<file path="config.mk">
export PLATFORM = sky130hd
export DESIGN_NAME = aorm_bank
export DESIGN_NICKNAME = d
export VERILOG_FILES = /design/src/hw/aorm_pkg.sv /design/src/hw/aorm_seq_if.sv /design/src/hw/aorm_seq.sv /design/src/hw/aorm_bank.sv
export SDC_FILE = /design/constraint.sdc
export NUM_CORES = 1
export LEC_CHECK = 0
export BUFFER_PORTS_ARGS = -buffer_cell sky130_fd_sc_hd__buf_2
export CAP_MARGIN = 0
export CORE_MARGIN = 4
export CORE_UTILIZATION = 55
export CTS_BUF_LIST = sky130_fd_sc_hd__clkbuf_8
export DETAILED_ROUTE_END_ITERATION = 10
export PLACE_DENSITY = 0.94
export SYNTH_ARGS = -nofsm -noshare
export SYNTH_HDL_FRONTEND = slang
export SYNTH_SLANG_ARGS = --single-unit
</file>
<file path="constraint.sdc">
create_clock -name MCLK -period 5.9 [get_ports MCLK]
set_clock_uncertainty 0.05 [all_clocks]
set_input_delay 0.295 -clock MCLK [delete_from_list [all_inputs] [get_ports MCLK]]
set_output_delay 0.295 -clock MCLK [all_outputs]
set_load 0.05 [all_outputs]
</file>
<file path="src/hw/aorm_pkg.sv">
// Constants for the accelerometer output register map.
// Assumes a byte-wide register port with an 8-bit address pointer.
package aorm_pkg;

	localparam int          SAMPLE_W      = 12;
	localparam int          ADDR_W        = 8;

	// Register addresses
	localparam logic [7:0]  A_EVENT       = 8'h00;
	localparam logic [7:0]  A_TEMP        = 8'h01;
	localparam logic [7:0]  A_MAG_LO      = 8'h02;
	localparam logic [7:0]  A_MAG_HI      = 8'h03;
	localparam logic [7:0]  A_X_LO        = 8'h04;
	localparam logic [7:0]  A_X_HI        = 8'h05;
	localparam logic [7:0]  A_Y_LO        = 8'h06;
	localparam logic [7:0]  A_Y_HI        = 8'h07;
	localparam logic [7:0]  A_Z_LO        = 8'h08;
	localparam logic [7:0]  A_Z_HI        = 8'h09;
	localparam logic [7:0]  A_RSVD1       = 8'h0a;
	localparam logic [7:0]  A_QSTAT       = 8'h0b;
	localparam logic [7:0]  A_QX_LO       = 8'h0c;
	localparam logic [7:0]  A_QX_HI       = 8'h0d;
	localparam logic [7:0]  A_QY_LO       = 8'h0e;
	localparam logic [7:0]  A_QY_HI       = 8'h0f;
	localparam logic [7:0]  A_QZ_LO       = 8'h10;
	localparam logic [7:0]  A_QZ_HI       = 8'h11;
	localparam logic [7:0]  A_READ_FMT    = 8'h16;
	localparam logic [7:0]  A_AXIS_SKIP   = 8'h19;
	localparam logic [7:0]  A_STEP        = 8'h01;

	// Reset values
	localparam logic [7:0]  EVENT_RST     = 8'h01;
	localparam logic [7:0]  QSTAT_RST     = 8'h00;
	localparam logic [7:0]  RSVD1_VAL     = 8'h00;
	localparam logic [7:0]  CFG_RST       = 8'h00;

	// read_format_config bit positions
	localparam int          B_FAST_READ   = 0;
	localparam int          B_TEMP_INCL   = 1;
	localparam int          B_ENDIAN      = 2;
	// axis_skip_config bit positions
	localparam int          B_X_SKIP      = 0;
	localparam int          B_Y_SKIP      = 1;
	localparam int          B_Z_SKIP      = 2;
	localparam int          B_MAG_EN      = 3;

	// sample_queue_status layout
	localparam int          B_WMRK        = 7;
	localparam int          B_OVF         = 6;
	localparam int          CNT_W         = 6;

	typedef enum logic [1:0] {
		AORM_IDLE = 2'b01,
		AORM_READ = 2'b10
	} aorm_state_t;

endpackage

</file>
<file path="src/hw/aorm_seq_if.sv">
// Carrier between the register bank and its pointer sequencer.
// Assumes both ends sit in the same clock domain.
`timescale 1ns/1ps
interface aorm_seq_if;
	logic       fast_read;
	logic       temp_incl;
	logic       mag_en;
	logic [2:0] axis_skip;
	logic [7:0] cur_ptr;
	logic [7:0] next_ptr;

	modport bank (output fast_read, temp_incl, mag_en, axis_skip, cur_ptr, input next_ptr);
	modport seq  (input fast_read, temp_incl, mag_en, axis_skip, cur_ptr, output next_ptr);
endinterface

</file>
<file path="src/hw/aorm_seq.sv">
// Auto-increment pointer sequencer: next address after a read.
// Assumes configuration bits are stable during a read.
`timescale 1ns/1ps
module aorm_seq (
	aorm_seq_if.seq s
);

	logic xs;
	logic ys;
	logic zs;

	assign xs = s.axis_skip[0];
	assign ys = s.axis_skip[1];
	assign zs = s.axis_skip[2];

	// First enabled current axis from axis index k onward, else wrap
	function automatic logic [7:0] cur_from(input logic [1:0] k, input logic x,
	                                        input logic y, input logic z);
		logic [7:0] r;
		r = aorm_pkg::A_EVENT;
		if (k == 2'd2 && !z) begin
			r = aorm_pkg::A_Z_LO;
		end else if (k == 2'd1) begin
			r = !y ? aorm_pkg::A_Y_LO : (!z ? aorm_pkg::A_Z_LO : aorm_pkg::A_EVENT);
		end else if (k == 2'd0) begin
			r = !x ? aorm_pkg::A_X_LO : (!y ? aorm_pkg::A_Y_LO :
			    (!z ? aorm_pkg::A_Z_LO : aorm_pkg::A_EVENT));
		end
		return r;
	endfunction

	// Queue ring: first enabled axis from index k, circling back
	function automatic logic [7:0] q_from(input logic [1:0] k, input logic [2:0] sk);
		logic [7:0] r;
		logic [1:0] i;
		r = aorm_pkg::A_QX_LO;
		for (int n = 2; n >= 0; n--) begin
			i = 2'((int'(k) + n) % 3);
			if (!sk[i]) begin
				r = 8'(aorm_pkg::A_QX_LO + {5'h00, i, 1'b0});
			end
		end
		return r;
	endfunction

	always_comb begin
		s.next_ptr = 8'(s.cur_ptr + aorm_pkg::A_STEP);
		case (s.cur_ptr)
			aorm_pkg::A_EVENT: begin
				if (s.temp_incl) begin
					s.next_ptr = aorm_pkg::A_TEMP;
				end else if (s.mag_en) begin
					s.next_ptr = aorm_pkg::A_MAG_LO;
				end else begin
					s.next_ptr = cur_from(2'd0, xs, ys, zs);
				end
			end
			aorm_pkg::A_TEMP: begin
				s.next_ptr = s.mag_en ? aorm_pkg::A_MAG_LO : cur_from(2'd0, xs, ys, zs);
			end
			aorm_pkg::A_MAG_LO: begin
				if (s.fast_read) begin
					s.next_ptr = cur_from(2'd0, xs, ys, zs);
				end
			end
			aorm_pkg::A_MAG_HI: s.next_ptr = cur_from(2'd0, xs, ys, zs);
			aorm_pkg::A_X_LO: begin
				if (s.fast_read) begin
					s.next_ptr = cur_from(2'd1, xs, ys, zs);
				end
			end
			aorm_pkg::A_X_HI:  s.next_ptr = cur_from(2'd1, xs, ys, zs);
			aorm_pkg::A_Y_LO: begin
				if (s.fast_read) begin
					s.next_ptr = cur_from(2'd2, xs, ys, zs);
				end
			end
			aorm_pkg::A_Y_HI:  s.next_ptr = cur_from(2'd2, xs, ys, zs);
			aorm_pkg::A_Z_LO: begin
				if (s.fast_read) begin
					s.next_ptr = aorm_pkg::A_EVENT;
				end
			end
			aorm_pkg::A_Z_HI:  s.next_ptr = aorm_pkg::A_EVENT;
			aorm_pkg::A_QSTAT: s.next_ptr = q_from(2'd0, s.axis_skip);
			aorm_pkg::A_QX_LO: begin
				if (s.fast_read) begin
					s.next_ptr = q_from(2'd1, s.axis_skip);
				end
			end
			aorm_pkg::A_QX_HI: s.next_ptr = q_from(2'd1, s.axis_skip);
			aorm_pkg::A_QY_LO: begin
				if (s.fast_read) begin
					s.next_ptr = q_from(2'd2, s.axis_skip);
				end
			end
			aorm_pkg::A_QY_HI: s.next_ptr = q_from(2'd2, s.axis_skip);
			aorm_pkg::A_QZ_LO: begin
				if (s.fast_read) begin
					s.next_ptr = q_from(2'd0, s.axis_skip);
				end
			end
			aorm_pkg::A_QZ_HI: s.next_ptr = q_from(2'd0, s.axis_skip);
			default: s.next_ptr = 8'(s.cur_ptr + aorm_pkg::A_STEP);
		endcase
	end

endmodule

</file>
<file path="src/hw/aorm_bank.sv">
// Output register bank of the accelerometer with auto-increment reads.
// Assumes a serial front end that decodes frames into the strobes below.
//
// Behaviour
// - Address 00h is a read-only event status register reading 01h after boot.
// - Address 01h returns temperature and is skipped by auto-increment unless included.
// - Addresses 02h/03h carry the 12-bit magnitude split by the endian select.
// - Auto-increment skips both magnitude registers when the magnitude enable is 0.
// - Addresses 04h-09h carry current X/Y/Z samples with the same endian split.
// - A set axis skip bit drops that axis's current and queue registers from bursts.
// - In normal mode the pointer steps by one from each LSB to its MSB and wraps from 09h to 00h.
// - In fast mode an LSB read jumps past its MSB to the next enabled axis LSB or 00h.
// - Address 0Bh is read-only queue status resetting to 00h with watermark and overflow.
// - Queue status holds a 6-bit count and continues to the first enabled queue axis.
// - Addresses 0Ch/0Dh carry the X queue sample; fast mode jumps to 0Eh, 10h or 0Ch.
// - Address 0Ah is reserved reading 00h and steps to 0Bh.
// - Queue bursts circle within 0Ch-11h back to the first enabled queue axis.
// - Endian, temperature inclusion and fast read live in the register at 16h.
// - Axis skip bits live in the register at 19h.
`timescale 1ns/1ps
module aorm_bank #(
	parameter int SAMPLE_W = aorm_pkg::SAMPLE_W
) (
	input  wire logic                          MCLK,
	input  wire logic                          RST_N,
	input  wire logic                          ADDR_LOAD,
	input  wire logic [7:0]                    ADDR_IN,
	input  wire logic                          RD_STB,
	input  wire logic                          WR_STB,
	input  wire logic [7:0]                    WR_DATA,
	input  wire logic [7:0]                    EVENT_IN,
	input  wire logic                          EVENT_LOAD,
	input  wire logic [7:0]                    TEMP_IN,
	input  wire logic [SAMPLE_W-1:0]           MAG_IN,
	input  wire logic [3*SAMPLE_W-1:0]         SAMPLE_IN,
	input  wire logic [3*SAMPLE_W-1:0]         QUEUE_IN,
	input  wire logic                          QUEUE_WMRK,
	input  wire logic                          QUEUE_OVF,
	input  wire logic [aorm_pkg::CNT_W-1:0]    QUEUE_CNT,
	output logic      [7:0]                    RD_DATA,
	output logic                               RD_VALID,
	output logic      [7:0]                    PTR,
	output logic      [7:0]                    READ_FORMAT,
	output logic      [7:0]                    AXIS_SKIP
);

	// Byte split logic is fixed at twelve-bit samples
	if (SAMPLE_W != aorm_pkg::SAMPLE_W) begin : g_width_check
		$error("SAMPLE_W must be 12");
	end

	aorm_seq_if  sq ();
	aorm_pkg::aorm_state_t state;
	logic [7:0]  event_status;
	logic [7:0]  queue_status;
	logic [7:0]  read_format_config;
	logic [7:0]  axis_skip_config;
	logic [7:0]  ptr;
	logic [7:0]  next_rd_data;
	logic        endian_sel;

	////////////////////////////////////////////////////////////////
	// Sequencer hookup

	assign endian_sel   = read_format_config[aorm_pkg::B_ENDIAN];
	assign sq.fast_read = read_format_config[aorm_pkg::B_FAST_READ];
	assign sq.temp_incl = read_format_config[aorm_pkg::B_TEMP_INCL];
	assign sq.mag_en    = axis_skip_config[aorm_pkg::B_MAG_EN];
	assign sq.axis_skip = {axis_skip_config[aorm_pkg::B_Z_SKIP],
	                       axis_skip_config[aorm_pkg::B_Y_SKIP],
	                       axis_skip_config[aorm_pkg::B_X_SKIP]};
	assign sq.cur_ptr   = ptr;

	aorm_seq u_seq (
		.s (sq)
	);

	////////////////////////////////////////////////////////////////
	// Status registers, read-only to the host

	always_ff @(posedge MCLK or negedge RST_N) begin
		if (!RST_N) begin
			event_status <= aorm_pkg::EVENT_RST;
		end else if (EVENT_LOAD) begin
			event_status <= EVENT_IN;
		end
	end

	always_ff @(posedge MCLK or negedge RST_N) begin
		if (!RST_N) begin
			queue_status <= aorm_pkg::QSTAT_RST;
		end else begin
			queue_status                        <= 8'h00;
			queue_status[aorm_pkg::B_WMRK]      <= QUEUE_WMRK;
			queue_status[aorm_pkg::B_OVF]       <= QUEUE_OVF;
			queue_status[aorm_pkg::CNT_W-1:0]   <= QUEUE_CNT;
		end
	end

	////////////////////////////////////////////////////////////////
	// Configuration; only the two config addresses accept writes

	always_ff @(posedge MCLK or negedge RST_N) begin
		if (!RST_N) begin
			read_format_config <= aorm_pkg::CFG_RST;
		end else if (WR_STB && ptr == aorm_pkg::A_READ_FMT) begin
			read_format_config <= WR_DATA;
		end
	end

	always_ff @(posedge MCLK or negedge RST_N) begin
		if (!RST_N) begin
			axis_skip_config <= aorm_pkg::CFG_RST;
		end else if (WR_STB && ptr == aorm_pkg::A_AXIS_SKIP) begin
			axis_skip_config <= WR_DATA;
		end
	end

	////////////////////////////////////////////////////////////////
	// Read data mux

	function automatic logic [7:0] lo_byte(input logic [11:0] v, input logic be);
		return be ? v[11:4] : v[7:0];
	endfunction

	function automatic logic [7:0] hi_byte(input logic [11:0] v, input logic be);
		return be ? {4'h0, v[3:0]} : {4'h0, v[11:8]};
	endfunction

	always_comb begin
		next_rd_data = 8'h00;
		case (ptr)
			aorm_pkg::A_EVENT:     next_rd_data = event_status;
			aorm_pkg::A_TEMP:      next_rd_data = TEMP_IN;
			aorm_pkg::A_MAG_LO:    next_rd_data = lo_byte(MAG_IN, endian_sel);
			aorm_pkg::A_MAG_HI:    next_rd_data = hi_byte(MAG_IN, endian_sel);
			aorm_pkg::A_X_LO:      next_rd_data = lo_byte(SAMPLE_IN[11:0], endian_sel);
			aorm_pkg::A_X_HI:      next_rd_data = hi_byte(SAMPLE_IN[11:0], endian_sel);
			aorm_pkg::A_Y_LO:      next_rd_data = lo_byte(SAMPLE_IN[23:12], endian_sel);
			aorm_pkg::A_Y_HI:      next_rd_data = hi_byte(SAMPLE_IN[23:12], endian_sel);
			aorm_pkg::A_Z_LO:      next_rd_data = lo_byte(SAMPLE_IN[35:24], endian_sel);
			aorm_pkg::A_Z_HI:      next_rd_data = hi_byte(SAMPLE_IN[35:24], endian_sel);
			aorm_pkg::A_RSVD1:     next_rd_data = aorm_pkg::RSVD1_VAL;
			aorm_pkg::A_QSTAT:     next_rd_data = queue_status;
			aorm_pkg::A_QX_LO:     next_rd_data = lo_byte(QUEUE_IN[11:0], endian_sel);
			aorm_pkg::A_QX_HI:     next_rd_data = hi_byte(QUEUE_IN[11:0], endian_sel);
			aorm_pkg::A_QY_LO:     next_rd_data = lo_byte(QUEUE_IN[23:12], endian_sel);
			aorm_pkg::A_QY_HI:     next_rd_data = hi_byte(QUEUE_IN[23:12], endian_sel);
			aorm_pkg::A_QZ_LO:     next_rd_data = lo_byte(QUEUE_IN[35:24], endian_sel);
			aorm_pkg::A_QZ_HI:     next_rd_data = hi_byte(QUEUE_IN[35:24], endian_sel);
			aorm_pkg::A_READ_FMT:  next_rd_data = read_format_config;
			aorm_pkg::A_AXIS_SKIP: next_rd_data = axis_skip_config;
			default:               next_rd_data = 8'h00;
		endcase
	end

	////////////////////////////////////////////////////////////////
	// Pointer and read handshake
	// Address load wins over a same-cycle read so a new frame starts clean

	always_ff @(posedge MCLK or negedge RST_N) begin
		if (!RST_N) begin
			ptr <= aorm_pkg::A_EVENT;
		end else if (ADDR_LOAD) begin
			ptr <= ADDR_IN;
		end else if (RD_STB) begin
			ptr <= sq.next_ptr;
		end else if (WR_STB) begin
			ptr <= 8'(ptr + aorm_pkg::A_STEP);
		end
	end

	always_ff @(posedge MCLK or negedge RST_N) begin
		if (!RST_N) begin
			state    <= aorm_pkg::AORM_IDLE;
			RD_DATA  <= 8'h00;
			RD_VALID <= 1'b0;
		end else begin
			RD_VALID <= 1'b0;
			case (state)
				aorm_pkg::AORM_IDLE: begin
					if (RD_STB && !ADDR_LOAD) begin
						RD_DATA  <= next_rd_data;
						RD_VALID <= 1'b1;
						state    <= aorm_pkg::AORM_READ;
					end
				end
				aorm_pkg::AORM_READ: begin
					if (RD_STB && !ADDR_LOAD) begin
						RD_DATA  <= next_rd_data;
						RD_VALID <= 1'b1;
					end else begin
						state <= aorm_pkg::AORM_IDLE;
					end
				end
				default: state <= aorm_pkg::AORM_IDLE;
			endcase
		end
	end

	////////////////////////////////////////////////////////////////
	// Mirrors for the rest of the device

	always_ff @(posedge MCLK or negedge RST_N) begin
		if (!RST_N) begin
			PTR         <= aorm_pkg::A_EVENT;
			READ_FORMAT <= aorm_pkg::CFG_RST;
			AXIS_SKIP   <= aorm_pkg::CFG_RST;
		end else begin
			PTR         <= ptr;
			READ_FORMAT <= read_format_config;
			AXIS_SKIP   <= axis_skip_config;
		end
	end

endmodule

</file>
==> results of run 1 <==
## kinds of logic after synthesis
logic type	count (synthesis)	share of synthesized area (%)
flops	75	38.54
mux	47	10.65
simple gates	163	17.83
compound gates	166	24.81
buf+inv	60	5.543
fa+ha+maj	6	1.540
xor+xnor	6	1.078
## final timing paths
kind / startpoint / end / slack (ns)
min: RST_N / PTR[4] / 0.01
max in group asynchronous: RST_N / RD_DATA[2] / 5.18
max reg2reg: ptr[2] / RD_DATA[2] / 2.49
min in group MCLK: EVENT_IN[5] / event_status[5] / 0.09
min reg2reg: read_format_config[3] / READ_FORMAT[3] / 0.38
max: ptr[2] / RD_DATA[2] / 2.49
## cells in the mapped netlist (all sizes together) (4+ instances only)
master,n,area [um2]
dfrtp,73,1827
nand2,50,187.7
mux2,39,439.2
o21ai,31,155.1
clkbuf,27,101.4
a21oi,24,123.9
nand3,23,115.1
a22oi,22,165.2
nor2,22,85.09
a221oi,19,166.4
buf,17,108.9
a222oi,15,150.1
inv,15,56.30
nor3,15,128.9
and3,11,68.82
mux2i,8,80.08
nand2b,8,50.05
a31oi,6,37.54
ha,6,75.07
nand4,6,37.54
nor2b,6,37.54
o22ai,5,31.28
a211oi,4,30.03
a32oi,4,35.03
and2,4,25.02
nor4,4,25.02
or2,4,25.02
## layout make-up
cell class	instances	area (um2)	share of cell area [%]
well taps	108	135.1	2.283
clock buffers	9	123.9	2.093
flip-flops and latches	75	1879	31.75
inverters	16	60.06	1.015
repair buffers	172	908.4	15.35
clock inverters	7	80.08	1.353
multi-input cells	388	2733	46.16
## flip-flops by register name, summed over array words and instances, names as in the netlist
signal,cells
PTR,8
state,2
read_format_config,8
READ_FORMAT,8
ptr,8
axis_skip_config,8
event_status,8
queue_status,8
RD_VALID,1
AXIS_SKIP,8
RD_DATA,8
## metrics by stage
step / utilization, % / cell area (um2) / setup slack [ns] / hold slack (ns) / power, uW
floorplan: - / 4876 / 3.607 / -0.05059 / 1054
global placement: 64.94 / 5635 / 2.877 / 0.3489 / 1225
detailed placement: 64.94 / 5635 / 2.711 / 0.3503 / 1242
CTS: 68.21 / 5919 / 2.628 / 0.03707 / 1656
global route: 68.21 / 5919 / 2.432 / 0.07780 / 1734
finish: 68.21 / 5919 / 2.488 / 0.01096 / 1669
## repair_timing
| item | 4_1_cts | 5_1_grt |
|---|---|---|
| buffers inserted | 0 | 0 |
| hold buffers | 8 | 0 |
| endpoints found under the setup margin | 0 | 0 |
| hold endpoints to repair | 8 | 0 |
## power by group
part	switching (uW)	internal, uW
registers	95.0	592
clock network	246	169
logic	369	198
total	710	958
## routing by layer
| metal | vias up | global-route usage, % | routed length (um) |
|---|---|---|---|
| met5 | - | 0 | 0 |
| met4 | 0 | 20.99 | 1141 |
| met3 | 116 | 9.829 | 2534 |
| met2 | 505 | 55.97 | 8503 |
| met1 | 2550 | 44.24 | 6609 |
| li1 | 2275 | - | - |
==> reports/qor.csv, run 1 <==
stage,metric,value,unit
outcome,status,"complete, but fails checks",
outcome,violations,DRC,
layout,fin_nets,798,
floorplan,die_h,102.2,um
sta,rsz0062_at_grt,no,
yosys,synth-seq-area-share,38.54,%
floorplan,initial_utilization,56.19,%
run,drv_cap,0,
yosys,synth_nets,659,
layout,final_cell_mix,"buf_2, dfrtp_1, nand2_1, mux2_2, o21ai_0",
sta,tns,0,ns
detailed_routing,drtAntennaViolNets,0,
yosys,ys_ff_latch,75,
sta,setup_viol,0,
detailed_routing,vias_per_cell,7.027,
floorplan,die_x,102.2,um
setup_path,cp.depth,6,
clocking,clk_latency,0.37,ns
setup_path,crit_family,simple AND/OR/NAND/NOR gates,
yosys,syn_area_per_cell,9.323,um2
place,gp_congestion,1.009,
floorplan,pin_count,163,
setup_path,critPathCaptureType,register,
detailed_routing,firstDrtPassIters,11,
min_path,hp-class,in2async,
sta,min_period,3.412,ns
grt,grt_remaining_overflow,0,
grt,grt_max_degree,76,
grt,grt_usage,35.75,%
power_and_ir_drop,powerDensity,281.9,nW/um2
sta,drv_slew,0,
yosys,synthCells,523,
yosys,async_flop_share,100.0,%
setup_path,crit_slowest_cell,dfrtp_1,
yosys,synth.distinct_cells,66,
setup_path,reg2reg_depth,6,
layout,num-fill-cells,718,
floorplan,core,8678,um2
layout,finalNonFillerCells,775,
floorplan,num_rows,34,
grt,antenna_found_initial,0,
layout,n_antenna_cell,0,
place,dp_cells,751,
detailed_routing,drtIter0Drc,832,
clocking,cts.sinks,75,
yosys,synth_warnings,0,
clocking,cts_max_path_buffers,2,
clocking,htreeDepth,3,
setup_path,crit_path_start_kind,register,
floorplan,die_area,10440,um2
detailed_routing,wirelength,18790,um
sta,fin_crit_sh,57.82,%
power_and_ir_drop,leakage,0.002718,uW
setup_path,path_buf_inv,0,
yosys,synth-main-ff-cell,dfrtp_1,
yosys,synth.cell_area,4876,um2
clocking,clkSlewWorstSetupHoldPaths,0.10,ns
sta,hold_violations,0,
place,place.detailed.hpwl,13650,um
clocking,cts_resized,0,
place,io_buffers,162,
setup_path,path_class,reg2reg,
yosys,synth_edf_count,0,
setup_path,path_max_fanout,27,
sta,tightest_slew,1.273,ns
clocking,cts_tree,yes,
clocking,cts_made_buffers,9,
sta,max_freq,293.1,MHz
power_and_ir_drop,vdd_ir_drop_max,0.2244,mV
layout,drive_gt1_share,35.68,%
detailed_routing,remaining_drc_errors,4,
layout,area.growth.synth_to_final,21.40,%
detailed_routing,routedWlPerCell,24.24,um
sta,slew-limit-headroom,14.82,%
setup_path,critical_path.max_stage_delay,0.90,ns
grt,grt_pass1_wl,28400,um
setup_path,required,6.13,ns
setup_path,cp.arrival,3.64,ns
clocking,root_buffer,clkbuf_8,
layout,layout_commonest_cell,buf_2,
grt,grt_pass1_vias,5536,
setup_path,path_cells,nor2b_1 > and4_1 > nor2_2 > a211o_1 > a21boi_0 > a41oi_1,
detailed_routing,via_count,5446,
No activity file was read; power rests on OpenSTA's default activity.
==> run 2: changes to the inputs <==
CORE_UTILIZATION = 53   (was 55)
PLACE_DENSITY = 0.91   (was 0.94)
clock period = 3.5 ns   (was 5.9 ns; I/O delays follow)
==> run 2 against run 1 <==
Against the previous run: the flow now finishes without violations; die area rose by 3.5%; combinational power rose by 76%; worst hold slack got worse by 0.0086 ns; critical path type unchanged; largest power group unchanged.
==> reports/qor.csv, run 2 (synthesis results as in run 1) <==
stage,metric,value,unit,change
setup_path,crit_slowest_cell,nor4_2,,
clocking,htreeDepth,3,,unchanged
layout,area.growth.synth_to_final,25.35,%,
power_and_ir_drop,vdd_ir_drop_max,0.4060,mV,+81%
power_and_ir_drop,leakage,0.002834,uW,+4.3%
sta,fin_crit_sh,83.85,%,+26 points
setup_path,startpoint,ptr[4],,
detailed_routing,vias_per_cell,6.824,,-2.9%
power_and_ir_drop,powerDensity,465.4,nW/um2,+65%
place,gp_congestion,1.006,,-0.32%
grt,grt_remaining_overflow,0,,unchanged
grt,grt_usage,34.74,%,-1.0 points
sta,setup_viol,0,,unchanged
clocking,cts_made_buffers,9,,unchanged
setup_path,critPathCaptureType,register,,
floorplan,pin_count,163,,unchanged
run,drv_cap,0,,unchanged
setup_path,cp.arrival,3.16,ns,-0.48 ns
layout,num-fill-cells,704,,-1.9%
outcome,status,"complete, no violations",,
clocking,cts_tree,yes,,
place,place.detailed.hpwl,14080,um,+3.1%
floorplan,die_area,10800,um2,+3.5%
clocking,cts_max_path_buffers,2,,unchanged
grt,grt_max_degree,76,,unchanged
grt,grt_pass1_wl,29570,um,+4.1%
setup_path,critical_path.max_stage_delay,0.88,ns,-0.02 ns
setup_path,path_class,reg2reg,,
sta,tns,0,ns,unchanged
sta,min_period,2.935,ns,-0.4768 ns
clocking,cts.sinks,75,,unchanged
floorplan,initial_utilization,55.10,%,-1.1 points
sta,hold_violations,0,,unchanged
clocking,clkSlewWorstSetupHoldPaths,0.09,ns,about the same
layout,final_cell_mix,"buf_2, dfrtp_1, nand2_1, mux2_2, o21ai_0",,
setup_path,path_max_fanout,19,,-30%
floorplan,die_x,103.9,um,+1.7%
sta,drv_slew,0,,unchanged
clocking,clk_latency,0.36,ns,about the same
detailed_routing,firstDrtPassIters,8,,-3
clocking,root_buffer,clkbuf_8,,
sta,max_freq,340.7,MHz,+16%
detailed_routing,routedWlPerCell,24.08,um,-0.66%
layout,fin_nets,822,,+3.0%
power_and_ir_drop,finalPower,2844,uW,+70%
min_path,hp-start,WR_DATA[6],,
floorplan,num_rows,34,,unchanged
layout,drive_gt1_share,36.32,%,+0.64 points
floorplan,core,8848,um2,+2.0%
sta,slew-limit-headroom,34.52,%,+20 points
setup_path,required,3.73,ns,-2.40 ns
sta,tightest_slew,0.9821,ns,-0.2909 ns
sta,rsz0062_at_grt,no,,
layout,layout_commonest_cell,buf_2,,
detailed_routing,drtAntennaViolNets,0,,unchanged
detailed_routing,wirelength,19240,um,+2.4%
place,io_buffers,162,,unchanged
detailed_routing,via_count,5452,,+0.11%
sta,final.setup.worst_slack,0.5651,ns,-1.923 ns
detailed_routing,drtIter0Drc,718,,-14%
layout,n_antenna_cell,0,,unchanged
sta,whs,0.002359,ns,-0.008603 ns
grt,grt_pass1_vias,5475,,-1.1%
clocking,post_cts_buffers,0,,unchanged
grt,antenna_found_initial,0,,unchanged
setup_path,r2r-start,ptr[4],,
floorplan,die_h,103.9,um,+1.7%
setup_path,crit_path_start_kind,register,,
min_path,hp-class,in2reg,,
detailed_routing,remaining_drc_errors,0,,-4
setup_path,path_cells,nor4_2 > and3_1 > buf_4 > a22o_1 > a21o_1 > o21ai_0 > a41oi_1,,
place,dpl_worst_slack,0.6684,ns,-2.042 ns
## run 2: where the power goes
part / internal [uW] / switching, uW / total (uW)
logic: 356 / 643 / 1000
registers: 998 / 150 / 1150
clock network: 329 / 369 / 697
total: 1680 / 1160 / 2840
## run 2: cell type report
type / instances / area (um2) / area share [%]
Inverter: 16 / 60.06 / 0.9826
Clock buffer: 9 / 123.9 / 2.027
Sequential cell: 75 / 1879 / 30.75
Multi-Input combinational cell: 388 / 2733 / 44.71
Timing Repair Buffer: 196 / 1111 / 18.18
Tap cell: 108 / 135.1 / 2.211
Clock inverter: 7 / 70.07 / 1.146
## run 2: metal layers
metal / part of all wire (%) / track usage, % / wire length, um
met5: 0 / 0 / 0
met4: 3.8 / 14.15 / 731
met3: 12 / 9.621 / 2353
met2: 46 / 54.69 / 8869
met1: 38 / 45.32 / 7288
## run 2: what timing repair did
action                                 CTS  global route
hold buffers                            16             1
resized for setup                        0             0
endpoints found under the hold margin   88             1
## run 2: path summary, 6_finish.rpt
path / end / slack (ns) / cells past startpoint
setup / recovery: RD_DATA[2] / 0.57 / 7
hold / removal: axis_skip_config[6] / 0.002 / 2
setup reg to reg: RD_DATA[2] / 0.57 / 7
hold reg to reg: READ_FORMAT[3] / 0.37 / 0
max in group asynchronous: event_status[4] / 2.31 / 2
min in group asynchronous: READ_FORMAT[1] / 0.45 / 2
## run 2: critical path: cells and delay by family (launching register included)
family	cells	cell delay, ns
DFF	1	0.58
and+or+nand+nor	2	1.47
AOI/OAI and AO/OA	4	0.49
buffers and inverters	1	0.25
## run 2: stage by stage
step                util, %  instance area [um2]  instances
floorplan                 -                 4876        523
global placement      64.96                 5748        766
detailed placement    64.96                 5748        766
CTS                   68.96                 6102        798
global route          69.08                 6112        799
finish                69.08                 6112        799
==> run 3: changes to the inputs <==
clock period = 2.9 ns   (was 3.5 ns; I/O delays follow)
==> run 3 against run 2 <==
Against the previous run: register-to-register slack got worse by 0.39 ns; clock power grew 40%; via count is 2.1% higher; critical path type unchanged; largest cell class unchanged.
==> reports/qor.csv, run 3 (synthesis results as in run 1) <==
stage,metric,value,unit,change
clocking,clkSlewWorstSetupHoldPaths,0.08,ns,about the same
floorplan,pin_count,163,,unchanged
detailed_routing,routedWlPerCell,25.09,um,+4.2%
layout,layout_commonest_cell,buf_2,,
layout,fin_nets,848,,+3.2%
clocking,cts_tree,yes,,
detailed_routing,wirelength,20670,um,+7.4%
clocking,htreeDepth,3,,unchanged
power_and_ir_drop,finalPower,3628,uW,+28%
setup_path,required,3.11,ns,-0.62 ns
grt,grt_remaining_overflow,0,,unchanged
place,place.detailed.hpwl,15260,um,+8.4%
setup_path,critPathCaptureType,register,,
detailed_routing,remaining_drc_errors,0,,unchanged
layout,n_antenna_cell,0,,unchanged
grt,grt_pass1_vias,5612,,+2.5%
sta,setup_viol,0,,unchanged
setup_path,path_class,reg2reg,,
floorplan,core,8848,um2,unchanged
min_path,min_to,event_status[1],,
layout,regArea,1879,um2,unchanged
grt,grt_pass1_wl,31690,um,+7.2%
floorplan,die_h,103.9,um,unchanged
sta,drv_slew,0,,unchanged
min_path,hold_depth,2,,unchanged
detailed_routing,vias_per_cell,6.755,,-1.0%
floorplan,die_x,103.9,um,unchanged
place,gp_congestion,0.9721,,-3.4%
outcome,status,"complete, no violations",,
clocking,cts_made_buffers,9,,unchanged
floorplan,die_area,10800,um2,unchanged
sta,tns,0,ns,unchanged
sta,fin_crit_sh,93.84,%,+10 points
sta,rsz0062_at_grt,no,,
min_path,hp-start,EVENT_IN[1],,
place,io_buffers,162,,unchanged
run,drv_cap,0,,unchanged
power_and_ir_drop,powerDensity,568.4,nW/um2,+22%
floorplan,initial_utilization,55.10,%,unchanged
setup_path,r2r_slack,0.18,ns,-0.39 ns
floorplan,num_rows,34,,unchanged
detailed_routing,drtAntennaViolNets,0,,unchanged
sta,min_period,2.721,ns,-0.2134 ns
layout,area.growth.synth_to_final,30.90,%,
grt,grt_usage,37.67,%,+2.9 points
detailed_routing,via_count,5566,,+2.1%
sta,max_freq,367.5,MHz,+7.8%
setup_path,r2r-start,ptr[5],,
setup_path,crit_path_start_kind,register,,
layout,drive_gt1_share,37.29,%,+0.97 points
clocking,clk_latency,0.36,ns,about the same
layout,num-fill-cells,655,,-7.0%
clocking,cts_max_path_buffers,2,,unchanged
sta,tightest_slew,0.9685,ns,-0.01366 ns
grt,antenna_found_initial,0,,unchanged
sta,hold_violations,0,,unchanged
clocking,root_buffer,clkbuf_8,,
clocking,cts.sinks,75,,unchanged
detailed_routing,drtIter0Drc,742,,+3.3%
grt,grt_max_degree,76,,unchanged
setup_path,cp.arrival,2.93,ns,-0.23 ns
layout,final_cell_mix,"buf_2, dfrtp_1, nand2_1, mux2_2, buf_4",,
sta,slew-limit-headroom,35.44,%,+0.91 points
min_path,hp-class,in2reg,,
detailed_routing,firstDrtPassIters,7,,-1
power_and_ir_drop,vdd_ir_drop_max,0.4567,mV,+12%
setup_path,r2r-end,RD_DATA[1],,
layout,multi_input_area,2733,um2,unchanged
setup_path,reg2reg_depth,7,,unchanged
power_and_ir_drop,leakage,0.002983,uW,+5.3%
setup_path,path_max_fanout,13,,-6
==> run 3: layout make-up <==
cell class	instances	area share, %
well taps	108	2.117
clock buffers	9	1.941
repair buffers	222	21.05
inverters	16	0.9410
flip-flops and latches	75	29.45
clock inverters	6	1.686
multi-input cells	388	42.82
==> run 3: worst max-delay path by stage <==
stage,cells past startpoint,slack (ns),from,end
6_report,7,0.18,ptr[5],RD_DATA[1]
4_1_cts,7,0.23,ptr[5],RD_DATA[0]
5_1_grt,7,0.02,ptr[5],RD_DATA[7]
3_3_place_gp,7,0.37,ptr[5],RD_DATA[0]
2_1_floorplan,9,0.61,ptr[0],RD_DATA[0]
3_5_place_dp,7,0.30,ptr[5],RD_DATA[0]
==> run 3: what timing repair did <==
| item | in CTS | in global routing |
|---|---|---|
| gates resized for setup | 0 | 0 |
| endpoints found under the hold margin | 104 | 0 |
| hold buffers | 27 | 0 |
| setup buffers | 0 | 0 |
==> run 3: power breakdown <==
part           switching, uW  internal (uW)
sequential               171           1210
clock                    410            564
combinational            815            462
total                   1400           2230
==> run 3: per-stage QoR <==
step / instances / cell area [um2] / worst slack (ns) / hold WS (ns) / utilization, %
3_5_place_dp: 782 / 5881 / 0.2969 / 0.2044 / 66.46
3_3_place_gp: 782 / 5881 / 0.3730 / 0.2025 / 66.46
2_1_floorplan: 523 / 4876 / 0.6067 / -0.2006 / -
4_1_cts: 824 / 6382 / 0.2332 / 0.008057 / 72.13
6_report: 824 / 6382 / 0.1785 / 0.01687 / 72.13
5_1_grt: 824 / 6382 / 0.02017 / 0.007091 / 72.13
==> run 3: layer usage <==
| metal | wire, um | global-route usage [%] | vias to the layer above |
|---|---|---|---|
| met5 | 0 | 0 | - |
| met4 | 748 | 14.06 | 0 |
| met3 | 2596 | 10.30 | 80 |
| met2 | 9578 | 59.42 | 487 |
| met1 | 7750 | 49.66 | 2619 |
| li1 | - | - | 2380 |
==> run 3: critical path, stage by stage (launching register included) <==
cell and delay, ns:
dfrtp_1 0.48, nor4_2 0.71, buf_4 0.31, and3_1 0.45, a22oi_1 0.19, nand3_1 0.11
o22ai_1 0.09, a41oi_2 0.23
